--- config.mk ---
export PLATFORM = sky130hd
export DESIGN_NAME = tdc_calibration
export DESIGN_NICKNAME = d
export VERILOG_FILES = /design/src/tdc_calibration.v /design/src/tdc_dot_calc.v /design/src/tdc_interval_timer.v
export VERILOG_INCLUDE_DIRS = /design/src /design/src/src
export SDC_FILE = /design/constraint.sdc
export NUM_CORES = 2
export LEC_CHECK = 0
export ABC_AREA = 1
export BUFFER_PORTS_ARGS = -buffer_cell sky130_fd_sc_hd__buf_2
export CAP_MARGIN = 25
export CELL_PAD_IN_SITES_DETAIL_PLACEMENT = 1
export CELL_PAD_IN_SITES_GLOBAL_PLACEMENT = 2
export CORE_MARGIN = 2
export CORE_UTILIZATION = 31
export DETAILED_ROUTE_END_ITERATION = 16
export GPL_TIMING_DRIVEN = 0
export PLACE_DENSITY = 0.67
export SYNTH_ARGS = -nofsm -noshare
export SYNTH_HDL_FRONTEND = slang
export SYNTH_HIERARCHICAL = 1
export SYNTH_SLANG_ARGS = --single-unit
--- constraint.sdc ---
create_clock -name clk -period 32.7 [get_ports clk]
set_clock_uncertainty 0.1 [all_clocks]
set_input_delay 3.27 -clock clk [delete_from_list [all_inputs] [get_ports clk]]
set_output_delay 3.27 -clock clk [all_outputs]
set_load 0.02 [all_outputs]
--- src/tdc_defines.vh ---
/*
  Shared constants of the touch dot calibration block: register indices,
  field masks, reset values and timing figures.
  Assumes inclusion by bare name from every design file that needs them.
*/
`ifndef TDC_DEFINES_VH
`define TDC_DEFINES_VH

// register indices; byte address is four times the index
`define TDC_IDX_INTERVAL   8'h22
`define TDC_IDX_POS_X_ADC  8'h24
`define TDC_IDX_POS_Y_ADC  8'h26
`define TDC_IDX_X_DOT_OUT  8'h28
`define TDC_IDX_Y_DOT_OUT  8'h2A
`define TDC_IDX_A_X_DOT    8'h2C
`define TDC_IDX_A_Y_DOT    8'h2E
`define TDC_IDX_B_Y_DOT    8'h32
`define TDC_IDX_C_X_DOT    8'h34
`define TDC_IDX_C_Y_DOT    8'h36
`define TDC_IDX_A_X_ADC    8'h38
`define TDC_IDX_A_Y_ADC    8'h3A
`define TDC_IDX_B_X_ADC    8'h3C
`define TDC_IDX_B_Y_ADC    8'h3E
`define TDC_IDX_C_X_ADC    8'h40
`define TDC_IDX_C_Y_ADC    8'h42
`define TDC_IDX_X_SCALE    8'h44
`define TDC_IDX_Y_SCALE    8'h46
`define TDC_IDX_X_AVG      8'h48
`define TDC_IDX_X_HIST1    8'h4A
`define TDC_IDX_X_HIST2    8'h4C
`define TDC_IDX_X_HIST3    8'h4E
`define TDC_IDX_X_HIST4    8'h50

// field layouts
`define TDC_ADC_MASK       16'h0FFF
`define TDC_AVG_MASK       16'h03F8
`define TDC_AVG_LSB        3
`define TDC_ADC_W          12
`define TDC_AVG_W          10

// reset values
`define TDC_RST_WORD       16'h0000
`define TDC_RST_INTERVAL   8'h01

// scale factor applied to the dots-per-count figures
`define TDC_SCALE_DIV      30'd1000

// AHB encodings
`define TDC_HTRANS_NONSEQ  2'b10
`define TDC_HRESP_OKAY     1'b0

// timing
`define TDC_CLK_HZ         50000000
`define TDC_STEP_MS        20
`define TDC_STEP_CYCLES    ((`TDC_CLK_HZ / 1000) * `TDC_STEP_MS)

`endif

--- src/tdc_calibration.v ---
/*
  Touch panel calibration block: AHB-Lite register file, sample history and
  averaging, and X/Y dot position computation.
  Assumes the A/D converter runs on clk and answers sample_req with a one-cycle
  sample_valid; pen_down comes from the panel pin, asynchronous to clk.
*/
`timescale 1ns/1ps
`include "tdc_defines.vh"

// Contract
// X scale register holds X dots per count times 1000, 16-bit RW.
// Y scale register holds Y dots per count times 1000, 16-bit RW.
// X dot output comes from X scale, point A X dot and adc.
// Y dot output comes from Y scale, point A Y dot and adc.
// No X dot calculation while X scale is zero.
// No Y dot calculation while Y scale is zero.
// Averaged X is mean of four values, low three bits cleared.
// Averaged X feeds the X dot calculation; field D9..D3 only.
// First X history holds the previous averaged value, same field.
// Point B Y dot register, 16-bit RW.
// Point A X adc register, 12 bits, upper four read zero.
// Point A Y adc register, 12 bits, upper four read zero.
// Point B X and Y adc registers, 12 bits each, upper zero.
// Software leaves the four point C registers untouched.
// Pen-down updates position adc and dot output registers.
// Sampling interval picked by one-hot byte, 20 ms steps to 160 ms.
// Each new X sample shifts history, oldest lost, then mean recomputed.
// Dot offset is scale times adc offset divided by 1000, truncated.
module tdc_calibration #(
  parameter ADDR_W      = 10,
  parameter STEP_CYCLES = `TDC_STEP_CYCLES
) (
  // clock and reset
  input  wire              clk,
  input  wire              resetn,
  // AHB-Lite slave
  input  wire              hsel,
  input  wire [ADDR_W-1:0] haddr,
  input  wire [1:0]        htrans,
  input  wire              hwrite,
  input  wire [2:0]        hsize,
  input  wire [31:0]       hwdata,
  input  wire              hready,
  output wire              hreadyout,
  output wire              hresp,
  output reg  [31:0]       hrdata,
  // panel and converter
  input  wire              pen_down,
  output reg               sample_req,
  input  wire              sample_valid,
  input  wire [11:0]       sample_x,
  input  wire [11:0]       sample_y
);

  // bus state
  reg        wr_pend_q;
  reg        rd_pend_q;
  reg  [7:0] idx_q;
  wire       addr_take;
  wire       wr_en;
  wire [15:0] wdat;

  // software registers
  reg  [7:0]  interval_q;
  reg  [15:0] a_x_dot_q;
  reg  [15:0] a_y_dot_q;
  reg  [15:0] b_y_dot_q;
  reg  [15:0] c_x_dot_q;
  reg  [15:0] c_y_dot_q;
  reg  [11:0] a_x_adc_q;
  reg  [11:0] a_y_adc_q;
  reg  [11:0] b_x_adc_q;
  reg  [11:0] b_y_adc_q;
  reg  [11:0] c_x_adc_q;
  reg  [11:0] c_y_adc_q;
  reg  [15:0] x_scale_q;
  reg  [15:0] y_scale_q;

  // hardware-updated registers
  reg  [11:0] pos_x_adc_q;
  reg  [11:0] pos_y_adc_q;
  reg  [15:0] x_dot_q;
  reg  [15:0] y_dot_q;
  reg  [9:0]  x_avg_q;
  reg  [9:0]  x_hist1_q;
  reg  [9:0]  x_hist2_q;
  reg  [9:0]  x_hist3_q;
  reg  [9:0]  x_hist4_q;

  // sampling control
  reg         pen_meta_q;
  reg         pen_sync_q;
  reg         pen_prev_q;
  reg         avg_stage_q;
  reg         dot_stage_q;
  wire        pen_rise;
  wire        tick;
  wire [11:0] sum4;
  wire [9:0]  mean_d;
  wire [15:0] x_dot_d;
  wire [15:0] y_dot_d;
  wire        x_ok;
  wire        y_ok;

  function [15:0] adc_word;
    input [11:0] v;
    begin
      adc_word = {4'h0, v};
    end
  endfunction

  function [9:0] avg_field;
    input [15:0] v;
    reg [15:0] m;
    begin
      m = v & `TDC_AVG_MASK;
      avg_field = m[9:0];
    end
  endfunction

  // bus: writes take no wait state, reads take one to register hrdata
  assign addr_take = hsel & hready & (htrans == `TDC_HTRANS_NONSEQ);
  assign wr_en     = wr_pend_q;
  assign wdat      = hwdata[15:0];
  assign hreadyout = ~rd_pend_q;
  assign hresp     = `TDC_HRESP_OKAY;

  always @(posedge clk or negedge resetn) begin
    if (!resetn) begin
      wr_pend_q <= 1'b0;
      rd_pend_q <= 1'b0;
      idx_q     <= 8'h00;
    end else begin
      wr_pend_q <= 1'b0;
      rd_pend_q <= 1'b0;
      if (addr_take) begin
        idx_q     <= haddr[9:2];
        wr_pend_q <= hwrite;
        rd_pend_q <= ~hwrite;
      end
    end
  end

  // read data; unmapped offsets read zero
  always @(posedge clk or negedge resetn) begin
    if (!resetn) begin
      hrdata <= 32'h00000000;
    end else if (rd_pend_q) begin
      case (idx_q)
        `TDC_IDX_INTERVAL:  hrdata <= {24'h000000, interval_q};
        `TDC_IDX_POS_X_ADC: hrdata <= {16'h0000, adc_word(pos_x_adc_q)};
        `TDC_IDX_POS_Y_ADC: hrdata <= {16'h0000, adc_word(pos_y_adc_q)};
        `TDC_IDX_X_DOT_OUT: hrdata <= {16'h0000, x_dot_q};
        `TDC_IDX_Y_DOT_OUT: hrdata <= {16'h0000, y_dot_q};
        `TDC_IDX_A_X_DOT:   hrdata <= {16'h0000, a_x_dot_q};
        `TDC_IDX_A_Y_DOT:   hrdata <= {16'h0000, a_y_dot_q};
        `TDC_IDX_B_Y_DOT:   hrdata <= {16'h0000, b_y_dot_q};
        `TDC_IDX_C_X_DOT:   hrdata <= {16'h0000, c_x_dot_q};
        `TDC_IDX_C_Y_DOT:   hrdata <= {16'h0000, c_y_dot_q};
        `TDC_IDX_A_X_ADC:   hrdata <= {16'h0000, adc_word(a_x_adc_q)};
        `TDC_IDX_A_Y_ADC:   hrdata <= {16'h0000, adc_word(a_y_adc_q)};
        `TDC_IDX_B_X_ADC:   hrdata <= {16'h0000, adc_word(b_x_adc_q)};
        `TDC_IDX_B_Y_ADC:   hrdata <= {16'h0000, adc_word(b_y_adc_q)};
        `TDC_IDX_C_X_ADC:   hrdata <= {16'h0000, adc_word(c_x_adc_q)};
        `TDC_IDX_C_Y_ADC:   hrdata <= {16'h0000, adc_word(c_y_adc_q)};
        `TDC_IDX_X_SCALE:   hrdata <= {16'h0000, x_scale_q};
        `TDC_IDX_Y_SCALE:   hrdata <= {16'h0000, y_scale_q};
        `TDC_IDX_X_AVG:     hrdata <= {22'h000000, x_avg_q};
        `TDC_IDX_X_HIST1:   hrdata <= {22'h000000, x_hist1_q};
        `TDC_IDX_X_HIST2:   hrdata <= {22'h000000, x_hist2_q};
        `TDC_IDX_X_HIST3:   hrdata <= {22'h000000, x_hist3_q};
        `TDC_IDX_X_HIST4:   hrdata <= {22'h000000, x_hist4_q};
        default:            hrdata <= 32'h00000000;
      endcase
    end
  end

  // calibration registers, written only by software
  always @(posedge clk or negedge resetn) begin
    if (!resetn) begin
      interval_q <= `TDC_RST_INTERVAL;
      a_x_dot_q  <= `TDC_RST_WORD;
      a_y_dot_q  <= `TDC_RST_WORD;
      b_y_dot_q  <= `TDC_RST_WORD;
      c_x_dot_q  <= `TDC_RST_WORD;
      c_y_dot_q  <= `TDC_RST_WORD;
      a_x_adc_q  <= 12'h000;
      a_y_adc_q  <= 12'h000;
      b_x_adc_q  <= 12'h000;
      b_y_adc_q  <= 12'h000;
      c_x_adc_q  <= 12'h000;
      c_y_adc_q  <= 12'h000;
      x_scale_q  <= `TDC_RST_WORD;
      y_scale_q  <= `TDC_RST_WORD;
    end else if (wr_en) begin
      case (idx_q)
        `TDC_IDX_INTERVAL: interval_q <= wdat[7:0];
        `TDC_IDX_A_X_DOT:  a_x_dot_q  <= wdat;
        `TDC_IDX_A_Y_DOT:  a_y_dot_q  <= wdat;
        `TDC_IDX_B_Y_DOT:  b_y_dot_q  <= wdat;
        // point C storage kept plain; software is expected to leave it alone
        `TDC_IDX_C_X_DOT:  c_x_dot_q  <= wdat;
        `TDC_IDX_C_Y_DOT:  c_y_dot_q  <= wdat;
        `TDC_IDX_A_X_ADC:  a_x_adc_q  <= wdat[11:0];
        `TDC_IDX_A_Y_ADC:  a_y_adc_q  <= wdat[11:0];
        `TDC_IDX_B_X_ADC:  b_x_adc_q  <= wdat[11:0];
        `TDC_IDX_B_Y_ADC:  b_y_adc_q  <= wdat[11:0];
        `TDC_IDX_C_X_ADC:  c_x_adc_q  <= wdat[11:0];
        `TDC_IDX_C_Y_ADC:  c_y_adc_q  <= wdat[11:0];
        `TDC_IDX_X_SCALE:  x_scale_q  <= wdat;
        `TDC_IDX_Y_SCALE:  y_scale_q  <= wdat;
        default:           interval_q <= interval_q;
      endcase
    end
  end

  // pen pin synchroniser and edge detect on the second stage only
  always @(posedge clk or negedge resetn) begin
    if (!resetn) begin
      pen_meta_q <= 1'b0;
      pen_sync_q <= 1'b0;
      pen_prev_q <= 1'b0;
    end else begin
      pen_meta_q <= pen_down;
      pen_sync_q <= pen_meta_q;
      pen_prev_q <= pen_sync_q;
    end
  end

  assign pen_rise = pen_sync_q & ~pen_prev_q;

  tdc_interval_timer #(
    .STEP_CYCLES (STEP_CYCLES)
  ) u_timer (
    .clk          (clk),
    .resetn       (resetn),
    .run          (pen_sync_q),
    .interval_sel (interval_q),
    .tick_q       (tick)
  );

  // first conversion right at pen-down, then one per interval while held
  always @(posedge clk or negedge resetn) begin
    if (!resetn) begin
      sample_req <= 1'b0;
    end else begin
      sample_req <= pen_rise | (tick & pen_sync_q);
    end
  end

  // new sample enters with the previous three averages
  assign sum4   = {2'b00, pos_x_adc_q[11:2]} + {2'b00, x_hist1_q}
                + {2'b00, x_hist2_q} + {2'b00, x_hist3_q};
  assign mean_d = {sum4[11:5], 3'b000};

  tdc_dot_calc u_x_calc (
    .scale (x_scale_q),
    .a_dot (a_x_dot_q),
    .a_adc (a_x_adc_q),
    .adc   ({x_avg_q, 2'b00}),
    .dot   (x_dot_d),
    .ok    (x_ok)
  );

  tdc_dot_calc u_y_calc (
    .scale (y_scale_q),
    .a_dot (a_y_dot_q),
    .a_adc (a_y_adc_q),
    .adc   (pos_y_adc_q),
    .dot   (y_dot_d),
    .ok    (y_ok)
  );

  // pipeline: history shift, then average, then dot outputs
  always @(posedge clk or negedge resetn) begin
    if (!resetn) begin
      avg_stage_q <= 1'b0;
      dot_stage_q <= 1'b0;
    end else begin
      avg_stage_q <= sample_valid;
      dot_stage_q <= avg_stage_q;
    end
  end

  // position registers follow every converter answer, requested or not
  always @(posedge clk or negedge resetn) begin
    if (!resetn) begin
      pos_x_adc_q <= 12'h000;
      pos_y_adc_q <= 12'h000;
    end else if (sample_valid) begin
      pos_x_adc_q <= sample_x;
      pos_y_adc_q <= sample_y;
    end
  end

  // hardware updates win over a software write in the same cycle
  always @(posedge clk or negedge resetn) begin
    if (!resetn) begin
      x_hist1_q <= 10'h000;
      x_hist2_q <= 10'h000;
      x_hist3_q <= 10'h000;
      x_hist4_q <= 10'h000;
    end else if (sample_valid) begin
      x_hist1_q <= x_avg_q;
      x_hist2_q <= x_hist1_q;
      x_hist3_q <= x_hist2_q;
      x_hist4_q <= x_hist3_q;
    end else if (wr_en) begin
      case (idx_q)
        `TDC_IDX_X_HIST1: x_hist1_q <= avg_field(wdat);
        `TDC_IDX_X_HIST2: x_hist2_q <= avg_field(wdat);
        `TDC_IDX_X_HIST3: x_hist3_q <= avg_field(wdat);
        `TDC_IDX_X_HIST4: x_hist4_q <= avg_field(wdat);
        default:          x_hist1_q <= x_hist1_q;
      endcase
    end
  end

  // averaged X value; a fresh average beats a software write
  always @(posedge clk or negedge resetn) begin
    if (!resetn) begin
      x_avg_q <= 10'h000;
    end else if (avg_stage_q) begin
      x_avg_q <= mean_d;
    end else if (wr_en && idx_q == `TDC_IDX_X_AVG) begin
      x_avg_q <= avg_field(wdat);
    end
  end

  // dot outputs keep their last value while a scale is zero
  always @(posedge clk or negedge resetn) begin
    if (!resetn) begin
      x_dot_q <= `TDC_RST_WORD;
      y_dot_q <= `TDC_RST_WORD;
    end else if (dot_stage_q) begin
      if (x_ok) begin
        x_dot_q <= x_dot_d;
      end
      if (y_ok) begin
        y_dot_q <= y_dot_d;
      end
    end
  end

endmodule // tdc_calibration

--- src/tdc_dot_calc.v ---
/*
  Dot position arithmetic: dot = point A dot - scale * (adc - point A adc) / 1000.
  Purely combinational; the caller registers the result and gates it with ok.
*/
`timescale 1ns/1ps
`include "tdc_defines.vh"

module tdc_dot_calc (
  // calibration
  input  wire [15:0] scale,
  input  wire [15:0] a_dot,
  input  wire [11:0] a_adc,
  // sample
  input  wire [11:0] adc,
  // result
  output wire [15:0] dot,
  output wire        ok
);

  wire signed [12:0] diff;
  wire signed [29:0] prod;
  wire signed [29:0] divisor;
  wire signed [29:0] quot;

  assign diff    = $signed({1'b0, adc}) - $signed({1'b0, a_adc});
  assign prod    = $signed({1'b0, scale}) * diff;
  assign divisor = $signed(`TDC_SCALE_DIV);
  // signed division truncates toward zero
  assign quot    = prod / divisor;
  // dots fall as counts rise, since point A has the larger dot value
  assign dot     = a_dot - quot[15:0];
  assign ok      = (scale != 16'h0000);

endmodule // tdc_dot_calc

--- src/tdc_interval_timer.v ---
/*
  Sampling interval timer: emits a one-cycle tick every N steps of 20 ms,
  N chosen by a one-hot select byte.
  Assumes run is a synchronous level; the count restarts while run is low.
*/
`timescale 1ns/1ps
`include "tdc_defines.vh"

module tdc_interval_timer #(
  parameter STEP_CYCLES = `TDC_STEP_CYCLES
) (
  // clock and reset
  input  wire       clk,
  input  wire       resetn,
  // control
  input  wire       run,
  input  wire [7:0] interval_sel,
  // output
  output reg        tick_q
);

  reg  [31:0] base_q;
  reg  [2:0]  step_q;
  wire [2:0]  step_last;
  wire        base_end;

  // lowest set bit wins; an illegal zero byte falls back to one step
  function [2:0] onehot_steps;
    input [7:0] sel;
    integer i;
    begin
      onehot_steps = 3'h0;
      for (i = 7; i >= 0; i = i - 1) begin
        if (sel[i]) begin
          onehot_steps = i[2:0];
        end
      end
    end
  endfunction

  assign step_last = onehot_steps(interval_sel);
  assign base_end  = (base_q == STEP_CYCLES - 1);

  always @(posedge clk or negedge resetn) begin
    if (!resetn) begin
      base_q <= 32'h00000000;
      step_q <= 3'h0;
      tick_q <= 1'b0;
    end else if (!run) begin
      base_q <= 32'h00000000;
      step_q <= 3'h0;
      tick_q <= 1'b0;
    end else begin
      tick_q <= 1'b0;
      if (base_end) begin
        base_q <= 32'h00000000;
        if (step_q >= step_last) begin
          step_q <= 3'h0;
          tick_q <= 1'b1;
        end else begin
          step_q <= step_q + 3'h1;
        end
      end else begin
        base_q <= base_q + 32'h00000001;
      end
    end
  end

endmodule // tdc_interval_timer

* Word level (Yosys, flattened, before mapping)
Cells that the tools add are included.
** Cells by class
- Reductions and logical operators :: 29
- $lt $le $gt $ge :: 1
- $mul :: 2
- Eq/ne operators :: 26
- Bitwise gates (word level) :: 8
- $add $sub $neg :: 9
- Multiplexer cells :: 33
- Divide/modulo/power cells :: 2
** Operators by type and width (number)
- 16-bit one-hot mux with 23 select lines :: 1
- 10-bit two-way mux :: 14
- 8-bit by 6-bit == test with 1-bit output (second input constant) :: 14
- 8-bit by 7-bit == test with 1-bit output (second input constant) :: 9
- 32-bit two-way mux :: 2
- 30-bit by 11-bit divider with 30-bit output (second input constant) :: 2
- 17-bit by 13-bit multiplier with 30-bit output :: 2
- 2-bit AND reduction :: 20
- 3-bit two-way mux :: 11
- 32-bit by 1-bit adder with 32-bit output (second input constant) :: 1
- 32-bit by 20-bit == test with 1-bit output (second input constant) :: 1
- 16-bit nonzero test :: 2
- 16-bit subtractor :: 2
- 12-bit by 12-bit subtractor with 13-bit output :: 2
- 11-bit by 10-bit adder with 12-bit output :: 1
- 12-bit by 10-bit adder with 12-bit output :: 1
- 2-bit nonzero test :: 6
- 10-bit by 10-bit adder with 11-bit output :: 1
- 1-bit two-way mux :: 5
- 1-bit bitwise AND :: 4
- 3-bit by 1-bit adder with 3-bit output (second input constant) :: 1
- 3-bit >= comparator :: 1
- 1-bit NOT :: 3
- 2-bit == test (second input constant) :: 1
- 3 further kinds :: 3
** Storage, ports and cells
- Input bits :: 78
- Logic and storage cells :: 146
- Output and inout bits :: 35
- Bits in registers :: 382

* Depth between registers and ports, before layout
- Depth in word-level cells :: 12
- Mapped depth :: 194
- Depth with buffers taken out :: 194

* Modules after synthesis
Netlist, hierarchy kept.
** By module, submodules not included
- tdc_calibration :: times used 1, seq. area each 7883.8 µm², cells an instance 1840, area each 15162.0 µm²
- tdc_dot_calc (u_x_calc) :: times used 1, seq. area each 0.0 µm², cells an instance 2313, area each 15162.0 µm²
- tdc_dot_calc (u_y_calc) :: times used 1, seq. area each 0.0 µm², cells an instance 2379, area each 14486.4 µm²
- tdc_interval_timer :: times used 1, seq. area each 900.9 µm², cells an instance 340, area each 2287.2 µm²

* Worst setup path after synthesis
OpenSTA, ideal clock, no wires.
- Path type :: flip-flop to flip-flop
- Start :: reg a_y_adc_q[0]
- End :: reg y_dot_q[15]
- Cell stages (with the launch flop) :: 169
- Library setup time :: 0.133 ns
- Clock period less this slack :: 20.489 ns
- Buffers on the path :: 4
- Slack :: 12.211 ns
- Required time :: 32.467 ns
- Arrival :: 20.256 ns
- Cell sequence :: dfrtp_1 -> ha_1 -> fa_1 -> o21ai_0 -> nand2_1 -> nand2_1 -> a21oi_1 -> or2_2 -> nand2_1 -> a21oi_1 -> or2_2 -> o21ai_0 -> inv_1 -> o21ai_0 -> clkinv_1 -> nand2_1 -> fa_1 -> fa_1 -> [133 not listed] -> a21o_1 -> a21oi_1 -> o21ai_0 -> a21oi_1 -> inv_1 -> a21oi_1 -> o21ai_0 -> a21oi_1 -> nor2_1 -> nor2_1 -> xor2_1 -> inv_1 -> xor2_1 -> inv_1 -> nand3_1 -> nand2_1 -> nor2_1 -> a21oi_1
** On the way
- Cells in the longest elaborated chain, start to end :: 4
** RTL lines
- from (decl) :: RTL line tdc_calibration.v:71 : reg [11:0] a_y_adc_q;
- from (signal assigned) :: RTL line tdc_calibration.v:205 : `TDC_IDX_A_Y_ADC: a_y_adc_q <= wdat[11:0];
- 12-bit by 12-bit subtractor with 13-bit output :: RTL line tdc_dot_calc.v:25 : assign diff = $signed({1'b0, adc}) - $signed({1'b0, a_adc});
- 17-bit by 13-bit multiplier with 30-bit output :: RTL line tdc_dot_calc.v:26 : assign prod = $signed({1'b0, scale}) * diff;
- 30-bit by 11-bit divider with 30-bit output :: RTL line tdc_dot_calc.v:29 : assign quot = prod / divisor;
- 16-bit subtractor :: RTL line tdc_dot_calc.v:31 : assign dot = a_dot - quot[15:0];
- named net y_dot_d[15] :: RTL line tdc_calibration.v:101 : wire [15:0] y_dot_d;
- to (signal assigned) :: RTL line tdc_calibration.v:334 : y_dot_q <= `TDC_RST_WORD;
- to (signal assigned) :: RTL line tdc_calibration.v:340 : y_dot_q <= y_dot_d;
- to (decl) :: RTL line tdc_calibration.v:83 : reg [15:0] y_dot_q;
The timed path passes the listed nets, and every way through them passes these cells.
A chain may end at the register's enable or synchronous reset.

* Worst setup path in the final report
- Start :: reg pos_y_adc_q[0]
- End :: reg y_dot_q[15]
** On the way
- Cells in the longest elaborated chain, start to end :: 4
** RTL lines
- from (decl) :: RTL line tdc_calibration.v:81 : reg [11:0] pos_y_adc_q;
- from (signal assigned) :: RTL line tdc_calibration.v:292 : pos_y_adc_q <= sample_y;
- 12-bit by 12-bit subtractor with 13-bit output :: RTL line tdc_dot_calc.v:25
- 17-bit by 13-bit multiplier with 30-bit output :: RTL line tdc_dot_calc.v:26
- 30-bit by 11-bit divider with 30-bit output :: RTL line tdc_dot_calc.v:29
- 16-bit subtractor :: RTL line tdc_dot_calc.v:31
- named net y_dot_d[15] :: RTL line tdc_calibration.v:101
The timed path passes the listed nets, and every way through them passes these cells.

==> results.tsv <==
stage	metric	value	unit
status	run_status	finished clean	
synth	synth_cell_types	70	
synth	synth_edf_count	0	
clocking	insertion_delay	0.59	ns
synth	synth_xor_area_share	3.19	%
route	dr.pass1.iters	5	
synth	ys_seq_elements	351	
worst_setup_path	worstPathRequired	33.04	ns
synth	syn_inst	6872	
route	drc_errors	0	
synth	synth_area	47100	um2
timing	worstMarginPinSlew	1.07	ns
synth	async_reset_ff_share	100	%
timing	min_period	27.06	ns
floorplan	fp.dieW	394	um
route	wl	178	mm
clocking	clockBufferDepth	3	
synth	ys_top_cells_by_area	dfrtp_1, nand2_1, fa_1	
route	drtIter0Drc	2476	
clocking	clk_pin_slew	0.06	ns
route	via_per_inst	4.89	
worst_setup_path	crit_type	flip-flop to flip-flop	
synth	ys.flop_type	dfrtp_1	
placement	dpl_cell_area	50200	um2
floorplan	die_y	394	um
timing	fmax	37.0	MHz
worst_setup_path	worstPathArrival	27.40	ns
clocking	post_cts_resized	0	
floorplan	ios	113	
grt	grt_overflow	0	
min_path	hold_depth	0	
worst_setup_path	setup.worst_path.end_class	flip-flop	
synth	netlist.top_cell.by_area	dfrtp_1	
synth	muxShareOfSynthArea	0.526	%
min_path	whs_endpoint	pen_sync_q$_DFF_PN0_	
timing	hold_viol_final	0	
worst_setup_path	r2r_setup_slack	5.64	ns
synth	synth_top_area_share	18.6	%
route	post_drt_wl_per_cell	19.6	um
worst_setup_path	cp_slowest_cell	xor2_1	
layout	finalNetCount	7699	
placement	hpwl	151	mm
grt	grt_pass1_vias	46300	
timing	setup_viol	0	
synth	ys_seq_area_share	18.7	%
clocking	hold_buffers	0	
timing	maxSlewViolCount	0	
floorplan	start_util	31.1	%
layout	postLayoutCoreUtil	34.2	%
grt	antenna_found_initial	1	
min_path	min_from	pen_meta_q$_DFF_PN0_	
worst_setup_path	worst_path_most_repeated_cell	nand2_1	
worst_setup_path	rr_startpoint	pos_y_adc_q[0]$_DFFE_PN0P_	
placement	io_buffer_count	74	
grt	grtUsageTotal	23.1	%
route	antenna_left	0	
synth	synth_compound_gate_area_share	7.96	%
route	vias	44400	
worst_setup_path	start_kind	flip-flop	
worst_setup_path	reg2reg_depth	159	
synth	synth.cells.most_frequent	nand2_1, inv_1, nor2_1	
timing	final.setup.tns	0	ns
clocking	cts_sinks	351	
clocking	cts-root-buf	clkbuf_16	
timing	rsz0062_at_grt	no	
floorplan	rows	143	
timing	relSlewSlack	28.7	%
floorplan	dieArea	155000	um2
synth	yosysWarnings	6	
timing	whs	0.254	ns
worst_setup_path	max_stage_delay	0.86	ns
timing	period_share	82.8	%
layout	fin_area	51800	um2
layout	drive_above_1_share	13.3	%
clocking	cts_setup_buffers	0	
grt	grt_max_degree	105	
clocking	cts_tree	built	
worst_setup_path	worstReg2RegEnd	y_dot_q[15]$_DFFE_PN0P_	
synth	synth_area_per_cell	6.85	um2
clocking	cts-htree-levels	2	
synth	synth_simple_gate_area_share	37.4	%
synth	synthAdderAreaFrac	21.2	%
job	drv_cap	0	
floorplan	coreArea	151000	um2
layout	area_growth	9.92	%
placement	gp_congestion	0.949	
min_path	hp-class	flip-flop to flip-flop	
synth	synth_top_family_by_area	simple AND/OR/NAND/NOR gates	
grt	grt_pass1_wl	281	mm
worst_setup_path	critical_path.startpoint	pos_y_adc_q[0]$_DFFE_PN0P_	
layout	n_fill_cell	19300	
worst_setup_path	worstPathMaxFanout	10	
clocking	cts_buffers	43	
synth	post-synth-top-count-cell	nand2_1	
[cell type report]
| class | instances | area (um2) | share of cell area [%] |
|---|---|---|---|
| Antenna cell | 1 | 2.50 | 0.00483 |
| Clock buffer | 61 | 1250 | 2.41 |
| Tap cell | 2030 | 2540 | 4.91 |
| Buffer | 180 | 946 | 1.83 |
| Inverter | 1131 | 4300 | 8.30 |
| Timing Repair Buffer | 81 | 515 | 0.996 |
| Multi-Input combinational cell | 5232 | 33200 | 64.0 |
| Sequential cell | 351 | 8780 | 17.0 |
| Clock inverter | 17 | 284 | 0.549 |
[sequential cells by signal, summed over array words and instances (netlist names), 16 cells and up]
register	flops
y_scale_q	16
b_y_dot_q	16
a_y_dot_q	16
a_x_dot_q	16
x_scale_q	16
c_y_dot_q	16
hrdata	16
u_timer/base_q	32
y_dot_q	16
c_x_dot_q	16
x_dot_q	16
[cell usage in the layout (no fill, tap or decap), types with 70 or more instances in the layout]
| master | synthesis | final |
|---|---|---|
| o21ai_0 | 193 | 193 |
| clkbuf_1 | 90 | 100 |
| ha_1 | 275 | 275 |
| xor2_1 | 145 | 145 |
| nand3_1 | 569 | 569 |
| o21ai_1 | 139 | 139 |
| a21oi_1 | 143 | 143 |
| dfrtp_1 | 350 | 350 |
| inv_1 | 966 | 966 |
| buf_2 | 40 | 113 |
| nand2_4 | 70 | 70 |
| nand2_2 | 216 | 216 |
| nand2_1 | 1968 | 1968 |
| fa_1 | 326 | 326 |
| nor2_1 | 614 | 614 |
| inv_2 | 132 | 132 |
[metal layers]
layer	track usage, %	routed length, um	vias up
met1	32.9	86800	21900
met5	0	0	-
met2	37.8	81400	642
met4	5.33	4560	0
met3	1.75	5730	167
li1	-	-	21700
[critical path, delay by kind of cell, from the launching register on]
kind                       cells  cell delay, ns
DFF                            1            0.43
and+or+nand+nor              106           13.91
xor gates and xnor gates       3            1.46
adders and majority gates     11            4.59
buffers and inverters         18            2.14
AOI/OAI and AO/OA             21            4.24
[how the worst max path moves through the flow]
stage,endpoint,slack [ns],cells after the start
4_1_cts,y_dot_q[15]$_DFFE_PN0P_,5.08,167
5_1_grt,y_dot_q[15]$_DFFE_PN0P_,2.77,169
3_3_place_gp,y_dot_q[15]$_DFFE_PN0P_,5.49,165
2_1_floorplan,y_dot_q[15]$_DFFE_PN0P_,12.21,168
3_5_place_dp,y_dot_q[15]$_DFFE_PN0P_,5.16,158
6_report,y_dot_q[15]$_DFFE_PN0P_,5.64,159
[kinds of logic after synthesis]
kind of cell / Yosys count
compound gates: 633
xor+xnor: 167
other cells: 1
simple gates: 3786
buf+inv: 1311
fa+ha+maj: 601
flops: 351
mux: 22
[stage by stage]
step / setup WS, ns / std cells
2_1_floorplan: 12.21 / 6894
3_3_place_gp: 5.49 / 8998
3_5_place_dp: 5.16 / 9004
4_1_cts: 5.08 / 9082
5_1_grt: 2.77 / 9083
6_report: 5.64 / 9084
Power is left out: the tool's default activity adds up to more than one toggle a clock period on the data nets, which glitch-free logic cannot reach.
